### src/hdl/dsc_cfg.svh
`ifndef DSC_CFG_SVH
`define DSC_CFG_SVH
// Register addresses on the register port
`define DSC_ADDR_CFG      4'h8
`define DSC_ADDR_STATUS   4'hA
`define DSC_ADDR_LIMIT    4'hD
// Global control bit positions and reset value
`define DSC_CFG_RUN       0
`define DSC_CFG_RST       1
`define DSC_CFG_AZ        2
`define DSC_CFG_CAL       3
`define DSC_CFG_STBY      4
`define DSC_CFG_SP_LO     8
`define DSC_CFG_DIAG      11
`define DSC_CFG_RESET     16'h0002
// Section pointer codes
`define DSC_SP_LIMIT1     2'h1
`define DSC_SP_LIMIT2     2'h2
// Instruction section one fields
`define DSC_INS_LOOP      0
`define DSC_INS_PAUSE     1
`define DSC_INS_RES8      10
`define DSC_INS_WDOG      11
`define DSC_INS_ACQ_LO    12
// Limit section fields
`define DSC_LIM_SIGN      8
`define DSC_LIM_DIR       9
// Status fields
`define DSC_ST_AZ_DONE    3
`define DSC_ST_CAL_DONE   4
`define DSC_ST_PAUSE      5
`define DSC_ST_PTR_LO     8
// Timing in clock cycles
`define DSC_ACQ12_BASE    13'h0009
`define DSC_ACQ8_BASE     13'h0002
`define DSC_RST_CYC       2
`define DSC_AZ_CYC        76
`define DSC_CAL_CYC       4944
`define DSC_CONV12_CYC    40
`define DSC_CONV8_CYC     20
`endif

### src/hdl/dsc_pkg.sv
package dsc_pkg;
	typedef enum logic [6:0] {
		DSC_IDLE = 7'b0000001,
		DSC_ACQ  = 7'b0000010,
		DSC_CONV = 7'b0000100,
		DSC_CMP1 = 7'b0001000,
		DSC_CMP2 = 7'b0010000,
		DSC_AZ   = 7'b0100000,
		DSC_CAL  = 7'b1000000
	} dsc_state_e;
	// Mux routing: src 0..7 inputs, 8 ground, 9 reference
	typedef struct packed {
		logic       connect;
		logic [3:0] src;
	} dsc_mux_s;
	typedef struct packed {
		logic        wr;
		logic        rd;
		logic [3:0]  addr;
		logic [15:0] wdata;
	} dsc_req_s;
	typedef struct packed {
		logic        sign;
		logic [11:0] mag;
	} dsc_sample_s;
endpackage : dsc_pkg

### src/hdl/dsc_control.sv
`timescale 1ns/1ns
`include "dsc_cfg.svh"
// Function
// RULE_01: Limit flags: bits 0-7 limit one, 8-15 two
// RULE_02: Set instruction's limit flag when limit passed
// RULE_03: Acquisition time field in section one bits 12-15
// RULE_04: Acquire 9+2D or 2+2D cycles
// RULE_05: Section pointer 01/10 selects limit sections
// RULE_06: Limit sections: magnitude 0-7, sign bit 8
// RULE_07: Watchdog compares one sample, limit one first
// RULE_08: Bit 9 picks above or below trigger
// RULE_09: Limit section bits 10-15 unused
// RULE_10: Eight-input normal mux, negative 000 is ground
// RULE_11: Four-input variant: top bit set connects nothing
// RULE_12: Diagnostic: 000 none, 001 references, rest inputs
// RULE_13: Global control is 16-bit read/write
// RULE_14: Run bit reads sequencer running state
// RULE_15: Run cleared stops after current instruction
// RULE_16: Run set resumes at pointed instruction
// RULE_17: Status bits 8-10 show instruction pointer
// RULE_18: Reset bit stops, zeroes pointer, clears flags
// RULE_19: Reset bit self-clears after two cycles unless standby
// RULE_20: Internal power-up reset; host waits reset zero
// RULE_21: Short calibration starts now or after instruction
// RULE_22: Short calibration 76 cycles, clear bit, flag
// RULE_23: Full calibration deferred past running instruction
// RULE_24: Full calibration 4944 cycles, clear bit, flag
// RULE_25: Compare sign-magnitude limit against 8-bit-plus-sign sample
module dsc_control #(
	parameter bit          FOUR_INPUT = 1'b0,               // Four-input variant
	parameter int unsigned CAL_CYCLES = `DSC_CAL_CYC        // Full calibration length
) (
	input  wire logic               clock,                   // 50 MHz converter clock
	input  wire logic               nrst,                    // Async reset, active low
	input  wire dsc_pkg::dsc_req_s  req,                     // Register access request
	input  wire dsc_pkg::dsc_sample_s sample,                // Converter sample result
	output logic [15:0]             rd_data,                 // Read data, one cycle later
	output dsc_pkg::dsc_mux_s       mux_pos_output,          // Positive mux routing
	output dsc_pkg::dsc_mux_s       mux_neg_output,          // Negative mux routing
	output logic                    acquiring,               // Sample phase active
	output logic                    converting,              // Conversion phase active
	output logic                    calibrating              // Any calibration active
);
	dsc_pkg::dsc_state_e state_q, state_d;
	logic [15:0] instr_mem [8][3];
	logic [15:0] cfg_q, cfg_d;
	logic        run_q, resume_q;
	logic [1:0]  rst_cnt_q;
	logic        cal_q;
	logic [2:0]  ptr_q;
	logic [12:0] cnt_q, cnt_d;
	logic        az_flag_q, cal_flag_q, pause_flag_q;
	logic [15:0] limit_q;
	logic [9:0]  smp_q;
	logic [15:0] rd_data_q;
	dsc_pkg::dsc_mux_s mux_pos_q, mux_neg_q;

	// Register decode
	wire        wr_cfg    = req.wr && (req.addr == `DSC_ADDR_CFG);
	wire        rd_cfg    = req.rd && (req.addr == `DSC_ADDR_CFG);
	wire        rd_status = req.rd && (req.addr == `DSC_ADDR_STATUS);
	wire        rd_limit  = req.rd && (req.addr == `DSC_ADDR_LIMIT);
	wire        mem_hit   = !req.addr[3] && (cfg_q[`DSC_CFG_SP_LO+:2] != 2'h3);
	wire [1:0]  sect      = cfg_q[`DSC_CFG_SP_LO+:2]; // RULE_05
	wire        sreset    = cfg_q[`DSC_CFG_RST];
	wire        standby   = cfg_q[`DSC_CFG_STBY];

	// Current instruction fields
	wire [15:0] ins       = instr_mem[ptr_q][0];
	wire [15:0] lim1      = instr_mem[ptr_q][1];
	wire [15:0] lim2      = instr_mem[ptr_q][2];
	wire        ins_wdog  = ins[`DSC_INS_WDOG];
	wire        ins_short = ins[`DSC_INS_RES8] || ins_wdog;
	wire [3:0]  acq_fld   = ins[`DSC_INS_ACQ_LO+:4]; // RULE_03
	wire [12:0] acq_len   = (ins_short ? `DSC_ACQ8_BASE : `DSC_ACQ12_BASE)
	                        + {8'h00, acq_fld, 1'b0}; // RULE_04
	wire [12:0] conv_len  = ins[`DSC_INS_RES8] ? 13'(`DSC_CONV8_CYC) : 13'(`DSC_CONV12_CYC);
	wire        cnt_zero  = (cnt_q == 13'h0000);
	wire        in_idle   = (state_q == dsc_pkg::DSC_IDLE);
	wire        go_cal    = in_idle && !sreset && cfg_q[`DSC_CFG_CAL]; // RULE_23
	wire        go_az     = in_idle && !sreset && !cfg_q[`DSC_CFG_CAL] && cfg_q[`DSC_CFG_AZ];
	wire        go_seq    = in_idle && !sreset && !cfg_q[`DSC_CFG_CAL] &&
	                        !cfg_q[`DSC_CFG_AZ] && run_q; // RULE_16
	wire        pause_hit = go_seq && ins[`DSC_INS_PAUSE] && !resume_q;
	wire        start_ins = go_seq && !pause_hit;
	wire        az_end    = (state_q == dsc_pkg::DSC_AZ) && cnt_zero && !sreset;
	wire        cal_end   = (state_q == dsc_pkg::DSC_CAL) && cnt_zero && !sreset;
	wire        ins_end   = !sreset && (((state_q == dsc_pkg::DSC_CONV) && cnt_zero) ||
	                        (state_q == dsc_pkg::DSC_CMP2));
	wire [2:0]  ptr_next  = ins[`DSC_INS_LOOP] ? 3'h0 : 3'(ptr_q + 3'h1);

	// Watchdog comparison in signed form, sign plus 8-bit magnitude
	function automatic logic signed [9:0] sm_val(input logic sgn, input logic [7:0] mag);
		sm_val = sgn ? -$signed({2'b00, mag}) : $signed({2'b00, mag}); // RULE_25
	endfunction : sm_val
	function automatic logic limit_hit(input logic signed [9:0] v, input logic [15:0] lim);
		logic signed [9:0] lv;
		lv = sm_val(lim[`DSC_LIM_SIGN], lim[7:0]); // RULE_06 RULE_09
		limit_hit = lim[`DSC_LIM_DIR] ? (v > lv) : (v < lv); // RULE_08
	endfunction : limit_hit
	wire hit1 = (state_q == dsc_pkg::DSC_CMP1) && limit_hit($signed(smp_q), lim1);
	wire hit2 = (state_q == dsc_pkg::DSC_CMP2) && limit_hit($signed(smp_q), lim2);

	// Mux select decode for both variants and diagnostic mode
	function automatic dsc_pkg::dsc_mux_s mux_dec(input logic [2:0] code, input logic neg,
	                                              input logic diag);
		mux_dec.connect = 1'b1;
		mux_dec.src     = {1'b0, code}; // RULE_10
		if (FOUR_INPUT && code[2]) begin
			mux_dec.connect = 1'b0; // RULE_11
		end else if (diag && !FOUR_INPUT && code == 3'h0) begin
			mux_dec.connect = 1'b0; // RULE_12
		end else if (diag && !FOUR_INPUT && code == 3'h1) begin
			mux_dec.src = 4'h9; // RULE_12
		end else if (neg && code == 3'h0) begin
			mux_dec.src = 4'h8; // RULE_10 RULE_11
		end
	endfunction : mux_dec
	wire dsc_pkg::dsc_mux_s pos_sel = mux_dec(ins[4:2], 1'b0, cfg_q[`DSC_CFG_DIAG]);
	wire dsc_pkg::dsc_mux_s neg_sel = mux_dec(ins[7:5], 1'b1, cfg_q[`DSC_CFG_DIAG]);

	// Read mux; unmapped addresses read zero
	wire [15:0] mem_rd   = instr_mem[req.addr[2:0]][sect];
	wire [15:0] cfg_rd   = {cfg_q[15:1], run_q}; // RULE_13 RULE_14
	wire [15:0] stat_rd  = {5'h00, ptr_q, 2'h0, pause_flag_q, cal_flag_q, az_flag_q, 3'h0}; // RULE_17
	wire [15:0] rd_next  = rd_cfg ? cfg_rd :
	                       rd_status ? stat_rd :
	                       rd_limit ? limit_q :
	                       (req.rd && mem_hit) ? mem_rd : 16'h0000;

	// Global control next value; hardware set and write-one both win over self-clear
	always_comb begin
		cfg_d = cfg_q;
		if (az_end)
			cfg_d[`DSC_CFG_AZ] = 1'b0; // RULE_22
		if (cal_end)
			cfg_d[`DSC_CFG_CAL] = 1'b0; // RULE_24
		if (sreset && !standby && rst_cnt_q == 2'(`DSC_RST_CYC - 1))
			cfg_d[`DSC_CFG_RST] = 1'b0; // RULE_19
		if (wr_cfg) begin
			cfg_d[15:4] = req.wdata[15:4];
			cfg_d[3:1]  = cfg_d[3:1] | req.wdata[3:1]; // RULE_21 RULE_23
			cfg_d[0]    = 1'b0;
		end
		if (cfg_d[`DSC_CFG_STBY])
			cfg_d[`DSC_CFG_RST] = 1'b1; // RULE_19
	end

	// Sequencer next state; calibration runs only between instructions
	always_comb begin
		state_d = state_q;
		cnt_d   = cnt_q - 13'h0001;
		case (state_q)
			dsc_pkg::DSC_IDLE: begin
				cnt_d = cnt_q;
				if (go_cal) begin
					state_d = dsc_pkg::DSC_CAL; // RULE_23
					cnt_d   = 13'(CAL_CYCLES - 1);
				end else if (go_az) begin
					state_d = dsc_pkg::DSC_AZ; // RULE_21
					cnt_d   = 13'(`DSC_AZ_CYC - 1);
				end else if (start_ins) begin
					state_d = dsc_pkg::DSC_ACQ;
					cnt_d   = acq_len - 13'h0001; // RULE_04
				end
			end
			dsc_pkg::DSC_ACQ: begin
				if (cnt_zero) begin
					state_d = ins_wdog ? dsc_pkg::DSC_CMP1 : dsc_pkg::DSC_CONV; // RULE_07
					cnt_d   = conv_len - 13'h0001;
				end
			end
			dsc_pkg::DSC_CONV: begin
				if (cnt_zero)
					state_d = dsc_pkg::DSC_IDLE; // RULE_15
			end
			dsc_pkg::DSC_CMP1: state_d = dsc_pkg::DSC_CMP2; // RULE_07
			dsc_pkg::DSC_CMP2: state_d = dsc_pkg::DSC_IDLE;
			dsc_pkg::DSC_AZ: begin
				if (cnt_zero)
					state_d = dsc_pkg::DSC_IDLE; // RULE_22
			end
			dsc_pkg::DSC_CAL: begin
				if (cnt_zero)
					state_d = dsc_pkg::DSC_IDLE; // RULE_24
			end
			default: state_d = dsc_pkg::DSC_IDLE;
		endcase
		if (sreset)
			state_d = dsc_pkg::DSC_IDLE; // RULE_18
	end

	// State, counter; power-up leaves the reset bit set so it self-clears
	always_ff @(posedge clock or negedge nrst) begin
		if (!nrst) begin
			state_q   <= dsc_pkg::DSC_IDLE;
			cnt_q     <= 13'h0000;
			cfg_q     <= `DSC_CFG_RESET; // RULE_20
			rst_cnt_q <= 2'h0;
			cal_q     <= 1'b0;
		end else begin
			state_q   <= state_d;
			cal_q     <= (state_d == dsc_pkg::DSC_AZ) || (state_d == dsc_pkg::DSC_CAL);
			cnt_q     <= cnt_d;
			cfg_q     <= cfg_d;
			rst_cnt_q <= sreset ? 2'(rst_cnt_q + 2'h1) : 2'h0;
		end
	end

	// Run bit: stop request only takes effect at the next instruction boundary
	always_ff @(posedge clock or negedge nrst) begin
		if (!nrst) begin
			run_q    <= 1'b0;
			resume_q <= 1'b0;
		end else if (sreset) begin
			run_q    <= 1'b0; // RULE_18
			resume_q <= 1'b0;
		end else begin
			if (wr_cfg)
				run_q <= req.wdata[`DSC_CFG_RUN]; // RULE_15 RULE_16
			else if (pause_hit)
				run_q <= 1'b0;
			if (pause_hit)
				resume_q <= 1'b1;
			else if (start_ins)
				resume_q <= 1'b0;
		end
	end

	// Instruction pointer
	always_ff @(posedge clock or negedge nrst) begin
		if (!nrst)
			ptr_q <= 3'h0;
		else if (sreset)
			ptr_q <= 3'h0; // RULE_18
		else if (ins_end)
			ptr_q <= ptr_next; // RULE_17
	end

	// Status flags: clear on read, but a same-cycle event wins
	always_ff @(posedge clock or negedge nrst) begin
		if (!nrst) begin
			az_flag_q    <= 1'b0;
			cal_flag_q   <= 1'b0;
			pause_flag_q <= 1'b0;
		end else if (sreset) begin
			az_flag_q    <= 1'b0; // RULE_18
			cal_flag_q   <= 1'b0;
			pause_flag_q <= 1'b0;
		end else begin
			az_flag_q    <= az_end || (az_flag_q && !rd_status); // RULE_22
			cal_flag_q   <= cal_end || (cal_flag_q && !rd_status); // RULE_24
			pause_flag_q <= pause_hit || (pause_flag_q && !rd_status);
		end
	end

	// Limit flags, one per instruction and limit
	always_ff @(posedge clock or negedge nrst) begin
		if (!nrst)
			limit_q <= 16'h0000;
		else if (sreset)
			limit_q <= 16'h0000;
		else begin
			for (int i = 0; i < 8; i++) begin
				limit_q[i]   <= (hit1 && ptr_q == 3'(i)) || (limit_q[i] && !rd_limit); // RULE_01 RULE_02
				limit_q[i+8] <= (hit2 && ptr_q == 3'(i)) || (limit_q[i+8] && !rd_limit); // RULE_01 RULE_02
			end
		end
	end

	// Captured sample: sign and top eight magnitude bits
	always_ff @(posedge clock or negedge nrst) begin
		if (!nrst)
			smp_q <= 10'h000;
		else if (state_q == dsc_pkg::DSC_ACQ && cnt_zero)
			smp_q <= sm_val(sample.sign, sample.mag[11:4]); // RULE_07 RULE_25
	end

	// Instruction memory; no reset, software loads it before starting
	always_ff @(posedge clock) begin
		if (req.wr && mem_hit)
			instr_mem[req.addr[2:0]][sect] <= req.wdata; // RULE_05
	end

	// Registered outputs
	always_ff @(posedge clock or negedge nrst) begin
		if (!nrst) begin
			rd_data_q <= 16'h0000;
			mux_pos_q <= '0;
			mux_neg_q <= '0;
		end else begin
			rd_data_q <= rd_next;
			if (start_ins) begin
				mux_pos_q <= pos_sel; // RULE_10 RULE_11 RULE_12
				mux_neg_q <= neg_sel;
			end
		end
	end

	assign rd_data        = rd_data_q;
	assign mux_pos_output = mux_pos_q;
	assign mux_neg_output = mux_neg_q;
	assign acquiring      = state_q[1];
	assign converting     = state_q[2];
	assign calibrating    = cal_q;

	// Cycles spent in the current state, for timing checks only
	logic [12:0] age_q;
	logic [12:0] acq_exp_q;
	always_ff @(posedge clock or negedge nrst) begin
		if (!nrst) begin
			age_q     <= 13'h0000;
			acq_exp_q <= 13'h0000;
		end else begin
			age_q <= (state_d != state_q) ? 13'h0000 : 13'(age_q + 13'h0001);
			if (start_ins)
				acq_exp_q <= acq_len;
		end
	end

	AST_ACQ_LEN: assert property (@(posedge clock) disable iff (!nrst) // RULE_04
		(state_q == dsc_pkg::DSC_ACQ && cnt_zero && !sreset) |-> age_q == acq_exp_q - 13'h0001)
		else $error("acquisition length wrong");
	AST_AZ_LEN: assert property (@(posedge clock) disable iff (!nrst) // RULE_22
		az_end |-> age_q == 13'(`DSC_AZ_CYC - 1) ##1 (az_flag_q && !cfg_q[`DSC_CFG_AZ]))
		else $error("short calibration timing or flag wrong");
	AST_CAL_LEN: assert property (@(posedge clock) disable iff (!nrst) // RULE_24
		cal_end |-> age_q == 13'(CAL_CYCLES - 1) ##1 (cal_flag_q && !cfg_q[`DSC_CFG_CAL]))
		else $error("full calibration timing or flag wrong");
	AST_CMP_ORDER: assert property (@(posedge clock) disable iff (!nrst) // RULE_07
		(state_q == dsc_pkg::DSC_CMP1 && !sreset) |=> state_q == dsc_pkg::DSC_CMP2)
		else $error("limit two not compared after limit one");
	AST_LIMIT_FLAG: assert property (@(posedge clock) disable iff (!nrst) // RULE_02
		hit2 && !sreset |=> limit_q[8 + $past(ptr_q)])
		else $error("limit two flag not set");
	// Limit one flag lands on the running instruction's bit
	AST_LIMIT_ONE: assert property (@(posedge clock) disable iff (!nrst) // RULE_02
		hit1 && !sreset |=> limit_q[$past(ptr_q)])
		else $error("limit one flag not set");
	AST_RST_CLEAR: assert property (@(posedge clock) disable iff (!nrst) // RULE_19
		($rose(sreset) && !standby) ##1 (!standby && !wr_cfg) |=> !sreset)
		else $error("reset bit did not self-clear in two cycles");
	AST_RST_EFFECT: assert property (@(posedge clock) disable iff (!nrst) // RULE_18
		sreset |=> (ptr_q == 3'h0 && !run_q && state_q == dsc_pkg::DSC_IDLE && limit_q == 16'h0000))
		else $error("reset bit did not clear sequencer");
	AST_STOP_HOLD: assert property (@(posedge clock) disable iff (!nrst) // RULE_15
		(in_idle && !run_q) |=> state_q != dsc_pkg::DSC_ACQ)
		else $error("stopped sequencer started an instruction");
	AST_DEFER_CAL: assert property (@(posedge clock) disable iff (!nrst) // RULE_23 RULE_21
		(converting && (cfg_q[`DSC_CFG_CAL] || cfg_q[`DSC_CFG_AZ])) |=> !calibrating)
		else $error("calibration cut into an instruction");
	AST_FOUR_NONE: assert property (@(posedge clock) disable iff (!nrst) // RULE_11
		(FOUR_INPUT && start_ins && ins[4]) |=> !mux_pos_output.connect)
		else $error("four-input code with top bit connected");
	AST_STATUS_PTR: assert property (@(posedge clock) disable iff (!nrst) // RULE_17
		rd_status |=> rd_data[10:8] == $past(ptr_q))
		else $error("status pointer field wrong");
	// Pointer only moves at an instruction boundary or a soft reset
	AST_PTR_STEP: assert property (@(posedge clock) disable iff (!nrst) // RULE_15
		(!ins_end && !sreset) |=> $stable(ptr_q))
		else $error("instruction pointer moved mid-instruction");
	AST_RUN_READ: assert property (@(posedge clock) disable iff (!nrst) // RULE_14
		rd_cfg |=> rd_data[0] == $past(run_q))
		else $error("run bit readback wrong");

	COV_AZ: cover property (@(posedge clock) disable iff (!nrst) az_end);
	COV_CAL: cover property (@(posedge clock) disable iff (!nrst) cal_end);
	COV_LIMIT: cover property (@(posedge clock) disable iff (!nrst) hit1 ##1 hit2);
	COV_PAUSE: cover property (@(posedge clock) disable iff (!nrst) pause_hit);

	// Calibration request parked behind a running conversion
	COV_DEFER: cover property (@(posedge clock) disable iff (!nrst) converting && cfg_q[`DSC_CFG_AZ]);
endmodule : dsc_control

### config.mk
export PLATFORM = sky130hd
export DESIGN_NAME = dsc_control
export DESIGN_NICKNAME = d
export VERILOG_FILES = /design/src/hdl/dsc_pkg.sv /design/src/hdl/dsc_control.sv
export VERILOG_INCLUDE_DIRS = /design/src /design/src/hdl
export SDC_FILE = /design/constraint.sdc
export NUM_CORES = 1
export LEC_CHECK = 0
export BUFFER_PORTS_ARGS = -buffer_cell sky130_fd_sc_hd__buf_2
export CAP_MARGIN = 10
export CORE_UTILIZATION = 50
export CTS_CLUSTER_SIZE = 24
export DETAILED_ROUTE_END_ITERATION = 8
export PLACE_DENSITY = 0.75
export SLEW_MARGIN = 5
export SYNTH_ARGS = -nofsm -noshare
export SYNTH_HDL_FRONTEND = slang
export SYNTH_SLANG_ARGS = --single-unit
export TNS_END_PERCENT = 5
### constraint.sdc
create_clock -name clock -period 10.4 [get_ports clock]
set_clock_uncertainty 0.1 [all_clocks]
set_input_delay 1.04 -clock clock [delete_from_list [all_inputs] [get_ports clock]]
set_output_delay 1.04 -clock clock [all_outputs]
set_load 0.05 [all_outputs]
==> flow_summary.toml <==
[run_status]
outcome = "finished clean"

[floorplanning]
coreArea_um2 = 44500
dieArea_um2 = 46400
pin_count = 66
rows = 77
die_h_um = 215
initial_utilization_pct = 51.1
die_x_um = 215

[power_and_ir_drop]
total_power_uw = 5150
switching_share_pct = 29.4
p_per_area_nw_per_um2 = 203
power.internal_uw = 3640
ir_drop_uv = 161
p_clk_share_pct = 34.7
p_switching_uw = 1510
seq_power_share_pct = 43.7
pwr-share-comb_pct = 21.6
p_leak_uw = 0.00906

[min_path]
hold_path.class = "input port to asynchronous set/reset pin"

[clock_tree]
cts-hold-fix-buffers = 0
cts_buffers = 50
clockBufferDepth = 3
clk_latency_ps = 610
cts.clk_slew.worst_paths_ps = 60
htree_levels = 2
cts_setup_buffers = 0
cts_tree = "built"
cts.sinks = 482
cts_resized = 0
cts_root_buf = "clkbuf_16"

[synthesis]
synthCells = 1590
synth_ff_type = "edfxtp_1"
yosysUniqueCellTypes = 75
yosysSeqAreaShare_pct = 61.5
yosys_warnings = 0
ys_ff_latch = 482
ys_async_sr_fraction_pct = 20.3
avgSynthCellArea_um2 = 14.3
synth_area_um2 = 22700
syn-num-nets = 1667
synth_edf_count = 384

[layout]
finalNetCount = 1738
final_layout_size_suffix_gt1_share_pct = 21.0
layout_common_cells = "edfxtp_1, nand2_1, mux4_2"
diodes = 0
layout_commonest_cell = "edfxtp_1"
area_growth_pct = 11.7

[sta]
slew_viol_final = 0
holdWs_ps = 254
setup_violations = 0
fin_crit_ps = 5440
max_slew_margin_pct = 13.3
hold_viol_final = 0
min_period_over_period_pct = 52.3
finalSetupTns_ps = 0
max_freq_mhz = 184
worst_pin_slew_ps = 1300
rsz0062_at_grt = "false"

[setup_path]
crit_required_ps = 10710
cpMaxStageDelayCell = "mux2i_1"
critPathBufInv = 1
criticalPathCategory = "flip-flop to flip-flop"
cp-start-kind = "flip-flop"
arrival_ps = 5750
crit_cells = 11
cp_top_family = "multiplexers"
critPathCaptureType = "flip-flop"
crit_path_max_incr_delay_ps = 890
worstRegToRegCells = 11
crit_fanout = 44
crit_path_frequent_cell = "mux2i_1"
crit_path_cell_trace = "buf_4 -> mux4_2 -> mux2i_1 -> a21oi_1 -> xor2_1 -> ha_1 -> a211oi_1 -> a221oi_1 -> o21ai_0 -> mux2i_1 -> o32ai_1"
reg2reg_slack_ps = 4960

[grt]
grt.overflow.total = 0
grt_first_pass_wirelength_um = 93500
grt_usage_pct = 27.0
grt_max_degree = 72
antenna_found_initial = 2
grt_pass1_vias = 15200

[placed_design]
dp_hpwl_um = 39500
place_congestion = 0.950
io_buffers = 61

[drt]
antenna_left = 0
drc = 0
routed_wl_um = 61300
drt_pass1_iterations = 6
via_count = 15000
drt-initial-drc-count = 2005
wire_per_inst_um = 26.7
viasPerCell = 6.56

[run]
drv_cap = 0
## power by group through the flow
| stage | clock [uW] | combinational [uW] | sequential (uW) |
|---|---|---|---|
| after floorplan | 0 | 827 | 2250 |
| after global placement | 0 | 1060 | 2290 |
| after detailed placement | 0 | 1100 | 2290 |
| after CTS | 1800 | 1110 | 2250 |
| after global routing | 1880 | 1220 | 2260 |
| final | 1790 | 1110 | 2250 |
## synth_stat cells (5+ instances only)
library cell	number	area, um^2
o21a_1	5	37.5
nor3b_1	5	37.5
inv_1	45	169
o32ai_1	16	140
mux4_2	122	2750
dfrtp_1	96	2400
mux2_2	25	282
a211oi_1	5	37.5
nor3_1	23	115
and2_1	11	68.8
a21oi_1	64	320
xnor2_1	6	52.6
xor2_1	17	149
a22o_1	6	52.6
nor4_1	5	31.3
a22oi_1	20	150
o22ai_1	8	50.1
clkbuf_1	40	150
nand3_1	19	95.1
nor2_1	110	413
nand2_1	174	653
a31oi_1	12	75.1
a221o_1	6	60.1
o31ai_1	7	52.6
and3_1	5	31.3
mux2i_1	54	541
nand2b_1	10	62.6
o21ai_0	57	285
or3_1	5	31.3
buf_1	10	37.5
nor2b_1	17	106
a221oi_1	27	236
buf_2	37	185
o211ai_1	7	52.6
ha_1	40	500
a222oi_1	11	110
nand4_1	13	81.3
edfxtp_1	384	11500
## worst register-to-register path, stage by stage, from the launching register on
cell and delay [ps]:
dfrtp_2 750, buf_4 720, mux4_2 430, mux2i_1 830
a21oi_1 130, xor2_1 210, ha_1 330, a211oi_1 230
a221oi_1 110, o21ai_0 310, mux2i_1 890, o32ai_1 230
## per-layer routing
layer / part of all wire [%] / vias to the layer above / global-route usage (%)
met5: 0.036 / - / 0
li1: - / 6393 / -
met1: 38 / 7463 / 37.1
met2: 46 / 1029 / 41.4
met3: 13 / 159 / 6.77
met4: 3.9 / 4 / 10.4
## registers in the layout, summed over array words and instances, names as in the netlist
register	cells
instr_mem	384
limit_q	16
rd_data	16
cfg_q	15
cnt_q	13
smp_q	10
state_q	7
mux_neg_output	5
mux_pos_output	5
ptr_q	3
rst_cnt_q	2
az_flag_q	1
cal_flag_q	1
calibrating	1
pause_flag_q	1
resume_q	1
run_q	1
## logic make-up after synthesis
logic type / synth area share, %
AO/OA/AOI/OAI: 8.87
XOR/XNOR: 0.886
adder cells (fa/ha/maj): 2.20
buffers and inverters: 2.53
flip-flops: 61.5
multiplexers: 15.7
AND/OR/NAND/NOR: 8.34
## layout make-up
class                           count  area, um^2
Fill cell                        3490       19100
Sequential cell                   482       14000
Multi-Input combinational cell    972        8210
Clock buffer                       71        1400
Tap cell                          592         741
Timing Repair Buffer              109         673
Clock inverter                     23         234
Inverter                           46         173
## worst paths after layout
kind | startpoint | endpoint
setup / recovery | ptr_q[2] | limit_q[11]
min in group clock | rst_cnt_q[0] | rst_cnt_q[0]
hold reg to reg | rst_cnt_q[0] | rst_cnt_q[0]
setup reg to reg | ptr_q[2] | limit_q[11]
hold / removal | nrst | smp_q[6]
max in group asynchronous | nrst | ptr_q[1]
## through the flow
step / std cells / setup slack [ps] / cell area, um^2 / utilization [%]
after detailed placement: 2201 / 5100 / 23800 / 53.4
after floorplan: 1590 / 6600 / 22700 / -
after global placement: 2201 / 5180 / 23800 / 53.4
after CTS: 2295 / 5070 / 25400 / 57.1
after global routing: 2295 / 4740 / 25400 / 57.1
final: 2295 / 4960 / 25400 / 57.1
(Power assumes the default switching activity.)
